### src/verilog/bst_pkg.sv
/*
  Constants, instruction codes, identification field layout and TAP states
  for the boundary-scan test access port.
  Assumes the scan pins are sampled by a system clock much faster than the test clock.
*/
// How it works
// - The all-ones code puts the one-bit bypass register between data in and data out during shift-DR.
// - The all-zeros code captures the I/O ring and shifts through the boundary scan register.
// - The identification code loads the hardwired identification word and shifts it out.
// - The sample/preload code snapshots the I/O ring into the boundary scan register and shifts it.
// - The clamp code shifts through bypass while outputs take the boundary scan register values.
// - The high-impedance code shifts through bypass and floats every device output.
// - Identification bits 31:28 hold die revision (upper two) and data width organization (lower two).
// - Identification bits 27:12 hold a fixed device code for family, density and I/O style.
// - Identification bits 11:1 hold a fixed maker code.
// - Identification bit 0 always reads one.
// - The instruction register is eight bits and captures binary 01 in its two low bits in capture-IR.
// - Five rising test-clock edges with mode-select high reset the port, and reset selects identification.
// - Serial data enters the MSB on rising test-clock edges and leaves the LSB on falling edges, only in shifts.
package bst_pkg;

    localparam int IR_W  = 8;
    localparam int BSR_W = 113;
    localparam int ID_W  = 32;

    localparam logic [7:0] CODE_EXTEST  = 8'h00;
    localparam logic [7:0] CODE_IDCODE  = 8'h21;
    localparam logic [7:0] CODE_SAMPLE  = 8'h05;
    localparam logic [7:0] CODE_CLAMP   = 8'h07;
    localparam logic [7:0] CODE_HIGHZ   = 8'h03;
    localparam logic [7:0] CODE_BYPASS  = 8'hff;

    localparam logic [1:0] IR_CAPTURE_LOW  = 2'h1;
    localparam logic [5:0] IR_CAPTURE_HIGH = 6'h00;

    // Identification field positions
    localparam int ID_REV_LSB = 28;
    localparam int ID_DEV_LSB = 12;
    localparam int ID_VEN_LSB = 1;
    localparam logic ID_PRESENT = 1'b1;

    typedef enum logic [3:0] {
        ST_RESET      = 4'h0,
        ST_IDLE       = 4'h1,
        ST_SEL_DR     = 4'h3,
        ST_CAPTURE_DR = 4'h2,
        ST_SHIFT_DR   = 4'h6,
        ST_EXIT1_DR   = 4'h7,
        ST_PAUSE_DR   = 4'h5,
        ST_EXIT2_DR   = 4'h4,
        ST_UPDATE_DR  = 4'hc,
        ST_SEL_IR     = 4'hd,
        ST_CAPTURE_IR = 4'hf,
        ST_SHIFT_IR   = 4'he,
        ST_EXIT1_IR   = 4'ha,
        ST_PAUSE_IR   = 4'hb,
        ST_EXIT2_IR   = 4'h9,
        ST_UPDATE_IR  = 4'h8
    } bst_state_e;

endpackage

### src/verilog/bst_tap_if.sv
/*
  Carrier between the port core and its state controller.
  Assumes both ends run on the same system clock.
*/
`timescale 1ns/1ps
interface bst_tap_if;
    logic                tck_rise;
    logic                tms;
    bst_pkg::bst_state_e state;

    modport core (output tck_rise, output tms, input state);
    modport fsm  (input tck_rise, input tms, output state);
endinterface

### src/verilog/bst_tap_fsm.sv
/*
  Sixteen-state test access port controller, stepped on rising test-clock edges.
  Assumes tck_rise is a one-cycle strobe and tms is already synchronised.
*/
`timescale 1ns/1ps
module bst_tap_fsm (
    input  wire logic clock,   // System clock
    input  wire logic sys_rst, // Synchronous reset, high
    bst_tap_if.fsm    tap      // Edge strobe, mode select, state
);

    bst_pkg::bst_state_e next_state;

    always_comb
    begin
        next_state = tap.state;
        case (tap.state)
            bst_pkg::ST_RESET:      next_state = tap.tms ? bst_pkg::ST_RESET : bst_pkg::ST_IDLE;
            bst_pkg::ST_IDLE:       next_state = tap.tms ? bst_pkg::ST_SEL_DR : bst_pkg::ST_IDLE;
            bst_pkg::ST_SEL_DR:     next_state = tap.tms ? bst_pkg::ST_SEL_IR : bst_pkg::ST_CAPTURE_DR;
            bst_pkg::ST_CAPTURE_DR: next_state = tap.tms ? bst_pkg::ST_EXIT1_DR : bst_pkg::ST_SHIFT_DR;
            bst_pkg::ST_SHIFT_DR:   next_state = tap.tms ? bst_pkg::ST_EXIT1_DR : bst_pkg::ST_SHIFT_DR;
            bst_pkg::ST_EXIT1_DR:   next_state = tap.tms ? bst_pkg::ST_UPDATE_DR : bst_pkg::ST_PAUSE_DR;
            bst_pkg::ST_PAUSE_DR:   next_state = tap.tms ? bst_pkg::ST_EXIT2_DR : bst_pkg::ST_PAUSE_DR;
            bst_pkg::ST_EXIT2_DR:   next_state = tap.tms ? bst_pkg::ST_UPDATE_DR : bst_pkg::ST_SHIFT_DR;
            bst_pkg::ST_UPDATE_DR:  next_state = tap.tms ? bst_pkg::ST_SEL_DR : bst_pkg::ST_IDLE;
            bst_pkg::ST_SEL_IR:     next_state = tap.tms ? bst_pkg::ST_RESET : bst_pkg::ST_CAPTURE_IR;
            bst_pkg::ST_CAPTURE_IR: next_state = tap.tms ? bst_pkg::ST_EXIT1_IR : bst_pkg::ST_SHIFT_IR;
            bst_pkg::ST_SHIFT_IR:   next_state = tap.tms ? bst_pkg::ST_EXIT1_IR : bst_pkg::ST_SHIFT_IR;
            bst_pkg::ST_EXIT1_IR:   next_state = tap.tms ? bst_pkg::ST_UPDATE_IR : bst_pkg::ST_PAUSE_IR;
            bst_pkg::ST_PAUSE_IR:   next_state = tap.tms ? bst_pkg::ST_EXIT2_IR : bst_pkg::ST_PAUSE_IR;
            bst_pkg::ST_EXIT2_IR:   next_state = tap.tms ? bst_pkg::ST_UPDATE_IR : bst_pkg::ST_SHIFT_IR;
            bst_pkg::ST_UPDATE_IR:  next_state = tap.tms ? bst_pkg::ST_SEL_DR : bst_pkg::ST_IDLE;
            default:                next_state = bst_pkg::ST_RESET;
        endcase
    end

    // Five high mode-select edges reach reset from any state
    always_ff @(posedge clock)
    begin
        if (sys_rst)
            tap.state <= bst_pkg::ST_RESET;
        else if (tap.tck_rise)
            tap.state <= next_state;
    end

endmodule

### src/verilog/bst_top.sv
/*
  Boundary-scan test access port: instruction decode, bypass, identification
  and boundary scan registers, serial output and output-pin control.
  Assumes tck, tms, tdi and the I/O ring arrive asynchronously and are
  sampled by clock, which must run several times faster than tck.
*/
`timescale 1ns/1ps
module bst_top #(
    parameter logic [1:0]  DIE_REV     = 2'h0,     // Die revision, arbitrary
    parameter logic [1:0]  ORG_CODE    = 2'h1,     // Data width organization, arbitrary
    parameter logic [15:0] DEVICE_CODE = 16'h1234, // Device code, arbitrary value
    parameter logic [10:0] VENDOR_CODE = 11'h2a5   // Maker code, arbitrary value
) (
    input  wire logic                      clock,          // System clock, 20 MHz
    input  wire logic                      sys_rst,        // Synchronous reset, high
    input  wire logic                      tck,            // Test clock pin
    input  wire logic                      tms,            // Mode select pin
    input  wire logic                      tdi,            // Serial data in pin
    input  wire logic [bst_pkg::BSR_W-1:0] ring_in,        // Levels on the I/O ring
    output logic                           tdo_o,          // Serial data out value
    output logic                           tdo_oe_n,       // Serial out enable, low drives
    output logic [bst_pkg::BSR_W-1:0]      bsr_drive,      // Values held for output pins
    output logic                           pins_from_bsr,  // Outputs take bsr_drive
    output logic                           pins_hiz        // All outputs float
);

    logic [2:0]                tck_sync;
    logic [1:0]                tms_sync;
    logic [1:0]                tdi_sync;
    logic [bst_pkg::BSR_W-1:0] ring_meta;
    logic [bst_pkg::BSR_W-1:0] ring_sync;
    logic                      tck_fall;
    logic [bst_pkg::IR_W-1:0]  ir_shift;
    logic [bst_pkg::IR_W-1:0]  ir_active;
    logic                      bypass_bit;
    logic [bst_pkg::ID_W-1:0]  id_shift;
    logic [bst_pkg::BSR_W-1:0] bsr_shift;
    logic                      sel_bsr;
    logic                      sel_id;
    logic [bst_pkg::ID_W-1:0]  id_word;

    bst_tap_if tap ();

    bst_tap_fsm u_fsm (
        .clock   (clock),
        .sys_rst (sys_rst),
        .tap     (tap.fsm)
    );

    // Pin synchronisers; the second stage is read, and for tck the third stage too for edge detection
    always_ff @(posedge clock)
    begin
        if (sys_rst)
        begin
            tck_sync <= 3'h0;
            tms_sync <= 2'h3;
            tdi_sync <= 2'h3;
        end
        else
        begin
            tck_sync <= {tck_sync[1:0], tck};
            tms_sync <= {tms_sync[0], tms};
            tdi_sync <= {tdi_sync[0], tdi};
        end
    end

    always_ff @(posedge clock)
    begin
        ring_meta <= ring_in;
        ring_sync <= ring_meta;
    end

    assign tap.tck_rise = tck_sync[1] & ~tck_sync[2];
    assign tap.tms      = tms_sync[1];
    assign tck_fall     = ~tck_sync[1] & tck_sync[2];

    assign id_word = {DIE_REV, ORG_CODE,
                      DEVICE_CODE,
                      VENDOR_CODE,
                      bst_pkg::ID_PRESENT};

    // Reserved codes fall through to bypass
    assign sel_bsr = (ir_active == bst_pkg::CODE_EXTEST) || (ir_active == bst_pkg::CODE_SAMPLE);
    assign sel_id  = (ir_active == bst_pkg::CODE_IDCODE);

    // Instruction register: capture, shift and update
    always_ff @(posedge clock)
    begin
        if (sys_rst)
        begin
            ir_shift  <= {bst_pkg::IR_CAPTURE_HIGH, bst_pkg::IR_CAPTURE_LOW};
            ir_active <= bst_pkg::CODE_IDCODE;
        end
        else if (tap.tck_rise)
        begin
            case (tap.state)
                bst_pkg::ST_RESET:      ir_active <= bst_pkg::CODE_IDCODE;
                bst_pkg::ST_CAPTURE_IR: ir_shift  <= {bst_pkg::IR_CAPTURE_HIGH, bst_pkg::IR_CAPTURE_LOW};
                bst_pkg::ST_SHIFT_IR:   ir_shift  <= {tdi_sync[1], ir_shift[bst_pkg::IR_W-1:1]};
                bst_pkg::ST_UPDATE_IR:  ir_active <= ir_shift;
                default:                ir_active <= ir_active;
            endcase
        end
    end

    // Bypass register
    always_ff @(posedge clock)
    begin
        if (sys_rst)
            bypass_bit <= 1'b0;
        else if (tap.tck_rise && !sel_bsr && !sel_id)
        begin
            if (tap.state == bst_pkg::ST_CAPTURE_DR)
                bypass_bit <= 1'b0;
            else if (tap.state == bst_pkg::ST_SHIFT_DR)
                bypass_bit <= tdi_sync[1];
        end
    end

    // Identification register
    always_ff @(posedge clock)
    begin
        if (sys_rst)
            id_shift <= '0;
        else if (tap.tck_rise && sel_id)
        begin
            if (tap.state == bst_pkg::ST_CAPTURE_DR)
                id_shift <= id_word;
            else if (tap.state == bst_pkg::ST_SHIFT_DR)
                id_shift <= {tdi_sync[1], id_shift[bst_pkg::ID_W-1:1]};
        end
    end

    // Boundary scan register and its update stage
    always_ff @(posedge clock)
    begin
        if (sys_rst)
        begin
            bsr_shift <= '0;
            bsr_drive <= '0;
        end
        else if (tap.tck_rise && sel_bsr)
        begin
            if (tap.state == bst_pkg::ST_CAPTURE_DR)
                bsr_shift <= ring_sync;
            else if (tap.state == bst_pkg::ST_SHIFT_DR)
                bsr_shift <= {tdi_sync[1], bsr_shift[bst_pkg::BSR_W-1:1]};
            else if (tap.state == bst_pkg::ST_UPDATE_DR)
                bsr_drive <= bsr_shift;
        end
    end

    // Serial output changes on falling edges, driven only in shifts
    always_ff @(posedge clock)
    begin
        if (sys_rst)
        begin
            tdo_o    <= 1'b0;
            tdo_oe_n <= 1'b1;
        end
        else if (tck_fall)
        begin
            tdo_oe_n <= 1'b1;
            if (tap.state == bst_pkg::ST_SHIFT_IR)
            begin
                tdo_o    <= ir_shift[0];
                tdo_oe_n <= 1'b0;
            end
            else if (tap.state == bst_pkg::ST_SHIFT_DR)
            begin
                tdo_oe_n <= 1'b0;
                if (sel_bsr)
                    tdo_o <= bsr_shift[0];
                else if (sel_id)
                    tdo_o <= id_shift[0];
                else
                    tdo_o <= bypass_bit;
            end
        end
    end

    // Output pin control follows the active instruction
    always_ff @(posedge clock)
    begin
        if (sys_rst)
        begin
            pins_from_bsr <= 1'b0;
            pins_hiz      <= 1'b0;
        end
        else
        begin
            pins_from_bsr <= (ir_active == bst_pkg::CODE_CLAMP) || (ir_active == bst_pkg::CODE_EXTEST);
            pins_hiz      <= (ir_active == bst_pkg::CODE_HIGHZ);
        end
    end

endmodule

### config.mk
export PLATFORM = sky130hd
export DESIGN_NAME = bst_top
export DESIGN_NICKNAME = d
export VERILOG_FILES = /design/src/verilog/bst_pkg.sv /design/src/verilog/bst_tap_if.sv /design/src/verilog/bst_tap_fsm.sv /design/src/verilog/bst_top.sv
export SDC_FILE = /design/constraint.sdc
export NUM_CORES = 1
export LEC_CHECK = 0
export ABC_AREA = 0
export BUFFER_PORTS_ARGS = -buffer_cell sky130_fd_sc_hd__buf_2
export CAP_MARGIN = 20
export CORE_MARGIN = 2
export CORE_UTILIZATION = 55
export DETAILED_ROUTE_END_ITERATION = 12
export GPL_TIMING_DRIVEN = 0
export PLACE_DENSITY = 0.77
export SLEW_MARGIN = 10
export SYNTH_ARGS = -nofsm -noshare
export SYNTH_HDL_FRONTEND = slang
export SYNTH_HIERARCHICAL = 1
export SYNTH_SLANG_ARGS = --single-unit
### constraint.sdc
create_clock -name clock -period 3.35 [get_ports clock]
set_input_delay 0.335 -clock clock [delete_from_list [all_inputs] [get_ports clock]]
set_output_delay 0.335 -clock clock [all_outputs]
set_load 0.1 [all_outputs]
After elaboration in Yosys (flattened, before gate mapping)
Cells that the tools add are included.
Cells by class
  equal/unequal tests: 19
  mux-type cells: 27
  bitwise logic cells: 6
  reductions and logical operators: 24
Operators with widths (number)
  $mux 113: 2
  $mux 32: 2
  $pmux 4 s12: 1
  $eq 4x4->1 const B: 8
  $pmux 8 s2: 2
  $eq 4x3->1 const B: 4
  $eq 8x3->1 const B: 2
  $mux 4: 4
  $reduce_and 2->1: 6
  $mux 1: 11
  $eq 4x2->1 const B: 2
  $eq 8x2->1 const B: 1
  $eq 8x6->1 const B: 1
  $logic_not 8->1: 1
  $reduce_bool 2->1: 4
  $mux 2: 3
  $mux 3: 2
  $eq 4x1->1 const B: 1
  $logic_and 1x1->1: 4
  $logic_not 4->1: 1
  $not 1->1: 4
  $reduce_and 4->1: 1
  $reduce_or 2->1: 2
  $reduce_or 3->1: 1
  3 further kinds: 6
Storage, ports and cells
  register bits: 516
  bits of input ports: 118
  output and inout bits: 117
  logic and storage cells: 92

Logic depth before layout (Yosys ltp)
  depth in word-level cells: 6
  depth in mapped cells: 8
  mapped depth without buffers: 5

Modules after synthesis
Netlist, hierarchy kept.
By module, submodules not included
  bst_top: instances 1, cells each 1659, area each 16201.8 sq um, seq. area each 10249.8 sq um
  bst_tap_fsm: instances 1, cells each 44, area each 350.3 sq um, seq. area each 80.1 sq um

Least setup slack after synthesis
Ideal clock, no wire load.
  kind: reg2reg
  start: register u_fsm.tap.state[1]
  end: register bsr_shift[72] (netlist name)
  setup time: 0.091 ns
  arrival: 1.688 ns
  required time: 3.259 ns
  slack: 1.571 ns
  cell stages (with the launch flop): 8
  buffers on the path: 3
  period minus slack after synthesis: 1.779 ns
  path through: dfxtp_1 -> buf_4 -> or3b_4 -> nor2_4 -> buf_6 -> buf_2 -> a21oi_1 -> a311oi_1
Between the ends
  cells in the longest elaborated chain, start to end: 3
  elaborated cells between the ends (all ways): 5
  classes of those cells: eq/ne: 2; mux: 1; reduce/logical: 2
Ends and longest elaborated chain
  from (decl): RTL line bst_tap_if.sv:12  | modport fsm (input tck_rise, input tms, output state);
  from (signal assigned): RTL line bst_tap_fsm.sv:42  | tap.state <= bst_pkg::ST_RESET;
  from (signal assigned): RTL line bst_tap_fsm.sv:44  | tap.state <= next_state;
  $eq 4x2->1 / $eq 4x3->1 (equally long branches): RTL line bst_top.sv:144, bst_top.sv:146
  $reduce_bool 2->1 (no line)
  $reduce_and 2->1 (no line)
  to (signal assigned): RTL line bst_top.sv:145  | bsr_shift <= ring_sync;
  to (signal assigned): RTL line bst_top.sv:147  | bsr_shift <= {tdi_sync[1], bsr_shift[bst_pkg::BSR_W-1:1]};
  to (decl): RTL line bst_top.sv:37  | logic [bst_pkg::BSR_W-1:0] bsr_shift;
Several ways; a longest one is shown, not always the timed one.
A chain may end at the register's enable or synchronous reset.

Final worst setup path
  start: register u_fsm.tap.state[2]
  end: register bsr_drive[60] (netlist name)
Between the ends
  cells in the longest elaborated chain, start to end: 3
  elaborated cells between the ends (all ways): 6
  classes of those cells: eq/ne: 3; bitwise: 2; reduce/logical: 1
Ends and longest elaborated chain
  $eq 4x3->1 / $eq 4x2->1 (equally long branches): RTL line bst_top.sv:146, bst_top.sv:144
  $not 1->1 (no line)
  $reduce_and 4->1 (no line) (*)
  to (signal assigned): RTL line bst_top.sv:149  | bsr_drive <= bsr_shift;
  to (decl): RTL line bst_top.sv:22  | output logic [bst_pkg::BSR_W-1:0] bsr_drive,
Mark *: on every way between the ends. The rest lies on a longest branch, timed or not.

==> results by group <==
Run status
  – Status: completed

Critical path
  – Crit Path Max Fanout: 10
  – Critical path class: register to register
  – Crit path capture type: register
  – Crit path cell chain: buf_2 -> nand4b_1 -> nor3_1 -> buf_2 -> buf_2 -> nand3_1 -> a21oi_1
  – Crit-path most repeated cell: buf_2
  – Cell family with most CP delay: simple AND/OR/NAND/NOR gates
  – Worst path bufs/invs: 3
  – Critical Path RT: about 3.8 ns
  – CP max stage delay: between 0.8 and 0.9 ns
  – Worst setup SP type: register
  – WP data arrival: 3.30 ns
  – Max stage delay cell, worst path: nor3_1

Routing
  – WL final: 43.9 mm
  – Drt wl/cell: about 17 µm
  – Antenna-violating nets left: 0
  – Via/cell ratio: 5.63
  – DRC viols: 0
  – DR pass1 iterations: 5
  – Via count: between 10000 and 15000
  – Iteration-0 DRC Markers: roughly 1300

Die
  – Die ar.: 0.0315 mm²
  – I/O Pins: 235
  – DIE HEIGHT: between 150 and 200 µm
  – Row cnt: 63
  – Initial Utilization: 0.558
  – Die width: about 180 µm
  – Core Region: 0.0296 mm²

Power
  – Leak: 7.87 nW
  – Pwr Density: roughly 580 mW/mm²
  – Peak VDD IR: 0.000531 V

Logic synthesis
  – Largest family of logic cells by synthesized area: compound AO/OA/AOI/OAI gates
  – Post-synth EDFFs: 0
  – Yosys warns: 6
  – Synthesized net count: approximately 1800
  – Area leader, netlist: dfxtp_1
  – Most common cell in the synthesized netlist: dfxtp_1
  – Cell count after synthesis: 1703
  – Async S/R FF share, synth: 0
  – Area fraction of the dominant cell type after synthesis: 0.624
  – Syn avg cell area: 9.72 µm²
  – Post-Synth Adder-Cell Area: 0
  – Top cells by area, synth: dfxtp_1 (62%), a21oi_1 (7.7%), a311oi_1 (6.0%)
  – Main synth FF type: dfxtp_1
  – Synthesized flop and latch total: slightly above 500
  – Top cells by count, synth: dfxtp_1 (516), nand2_1 (257), a21oi_1 (256)
  – Mapped Area: 0.0166 mm²
  – Mux share of post-synthesis cell area: 0.000605
  – XOR/XNOR share of the synthesized area: 0.00159
  – Post-Synth Simple-Gate Area: 0.140
  – Synth cell types: 50
  – Complex-gate fraction of the synthesized area: 0.185
  – Sequential share of the synthesized area: 0.624

STA
  – Max Clock Skew: 0.0250 ns
  – Max-slew headroom: 0.251
  – Final setup fails: 0
  – Fmax: roughly 0.35 GHz
  – Setup TNS: 0 ns
  – RSZ-0062 raised after global routing: no
  – Final period util: 0.846
  – Fin crit period: around 2.8 ns
  – WHS: ~0.023 ns
  – Final worst setup slack: about 0.52 ns
  – Fin. max-slew vios: 0
  – Final hold violations: 0
  – Worst-Margin Slew: roughly 1.1 ns

GRT
  – Gr busiest metal: met2
  – Global-route wire length before repair: 67.8 mm
  – Met2 usage: 0.439
  – Met1 Use GR: 0.349
  – GRT Total Usage: 0.267
  – GRT Residual Overflow: 0
  – Initial antenna violation count: 4
  – Largest net degree at the start of global routing: 17
  – GR met3 Demand/Resource: 0.0413
  – Vias in the first global route: ~13000

Worst hold path
  – Hold/Removal Path Class: primary input to register

Placement
  – Worst slack, placed: ~0.63 ns
  – GPL Wtd Cong: 0.848
  – Number of I/O port buffers: 234
  – Final HPWL from detailed placement: ~28 mm

Clock network
  – CTS clk-pin slew, worst paths: 0.06 ns
  – Worst skew pair latency: 0.56 ns
  – Worst-case clock buffer depth: 3
  – Num CTS Buffers: between 40 and 50
  – Post CTS Setup Buffer Count: 0
  – TritonCTS clock tree: done
  – Clock sink total: just over 500
  – CTS root buf: clkbuf_16
  – CTS H-tree lvls: 2

Cells and area
  – Syn-to-layout area delta: 26.9%
  – Final core utilization: 0.709
  – Share of post-route cells with drive strength above 1: 0.190
  – Final-layout fill cell count: 2183
  – Fin nets: between 2000 and 2500

Job
  – Max cap viols: 0
layout by cell type (no fill, tap or decap), drive strengths merged, types with 3 or more instances in the layout:
master and n:
dfxtp 516, buf 320, nand2 257, a21oi 256, clkbuf 148, nand3 144, dlygate4sd3 116, o21ai 116
a311oi 114, nor3 30, nor2 29, clkinv 8, nor2b 7, nand2b 7, a22oi 7, nor3b 5
diode 4, o21bai 4, or2 4, clkinvlp 4, nor4b 4, a21boi 3, and4b 3, bufinv 3
inv 3
what timing repair did:
item | in CTS | in global routing
resized for setup | 0 | 0
endpoints found under the hold margin | 116 | 0
hold buffers | 116 | 0
per-stage QoR:
stage / instances / power (mW) / instance area [µm²]
3_3_place_gp: 2327 / 6.62 / 18200
2_1_floorplan: 1703 / 6.51 / 16600
5_1_grt: 2533 / 12.5 / 21000
4_1_cts: 2529 / 12.2 / 21000
3_5_place_dp: 2327 / 6.63 / 18200
6_report: 2533 / 12.1 / 21000
path summary, 6_finish.rpt:
kind / endpoint / slack [ns] / depth (start not counted) / start
worst min-delay path: u_fsm/tap.state[3] / 0.02 / 2 / sys_rst
worst max register to register: bsr_drive[60] / 0.52 / 7 / u_fsm/tap.state[2]
worst max-delay path: bsr_drive[60] / 0.52 / 7 / u_fsm/tap.state[2]
worst min register to register: ring_sync[11] / 0.32 / 0 / ring_meta[11]
layer usage:
metal  vias up  routed length [µm]
met2       626               20600
met3       133                2990
li1       6825                   -
met1      6680               18500
met4         2                1880
met5         -                  13
registers in the layout, indices dropped and copies added, names as in the netlist, 3 cells and up:
name,cells
tck_sync,3
bsr_drive,113
ir_active,8
id_shift,32
ring_sync,113
ir_shift,8
bsr_shift,113
ring_meta,113
u_fsm/tap.state,4
cell families after synthesis:
kind of cell              after synthesis
xor gates and xnor gates                3
muxes                                   1
AOI/OAI and AO/OA                     512
buffers and inverters                 166
and+or+nand+nor                       505
DFF                                   516
final cells by class:
cell class              instances  area [µm²]  share of cell area
clock buffers                  70        1450              0.0688
well taps                     390         488              0.0232
flip-flops and latches        516       10300               0.492
inverters                       2        7.51            0.000357
plain buffers                 164         787              0.0375
repair buffers                350        2330               0.111
multi-input cells            1021        5430               0.258
clock inverters                16         180             0.00858
diodes                          4        10.0            0.000476
power breakdown:
group	switching [mW]	internal (mW)
clock	2.29	3.23
sequential	0.0417	6.29
combinational	0.123	0.156
(Power assumes the default switching activity.)
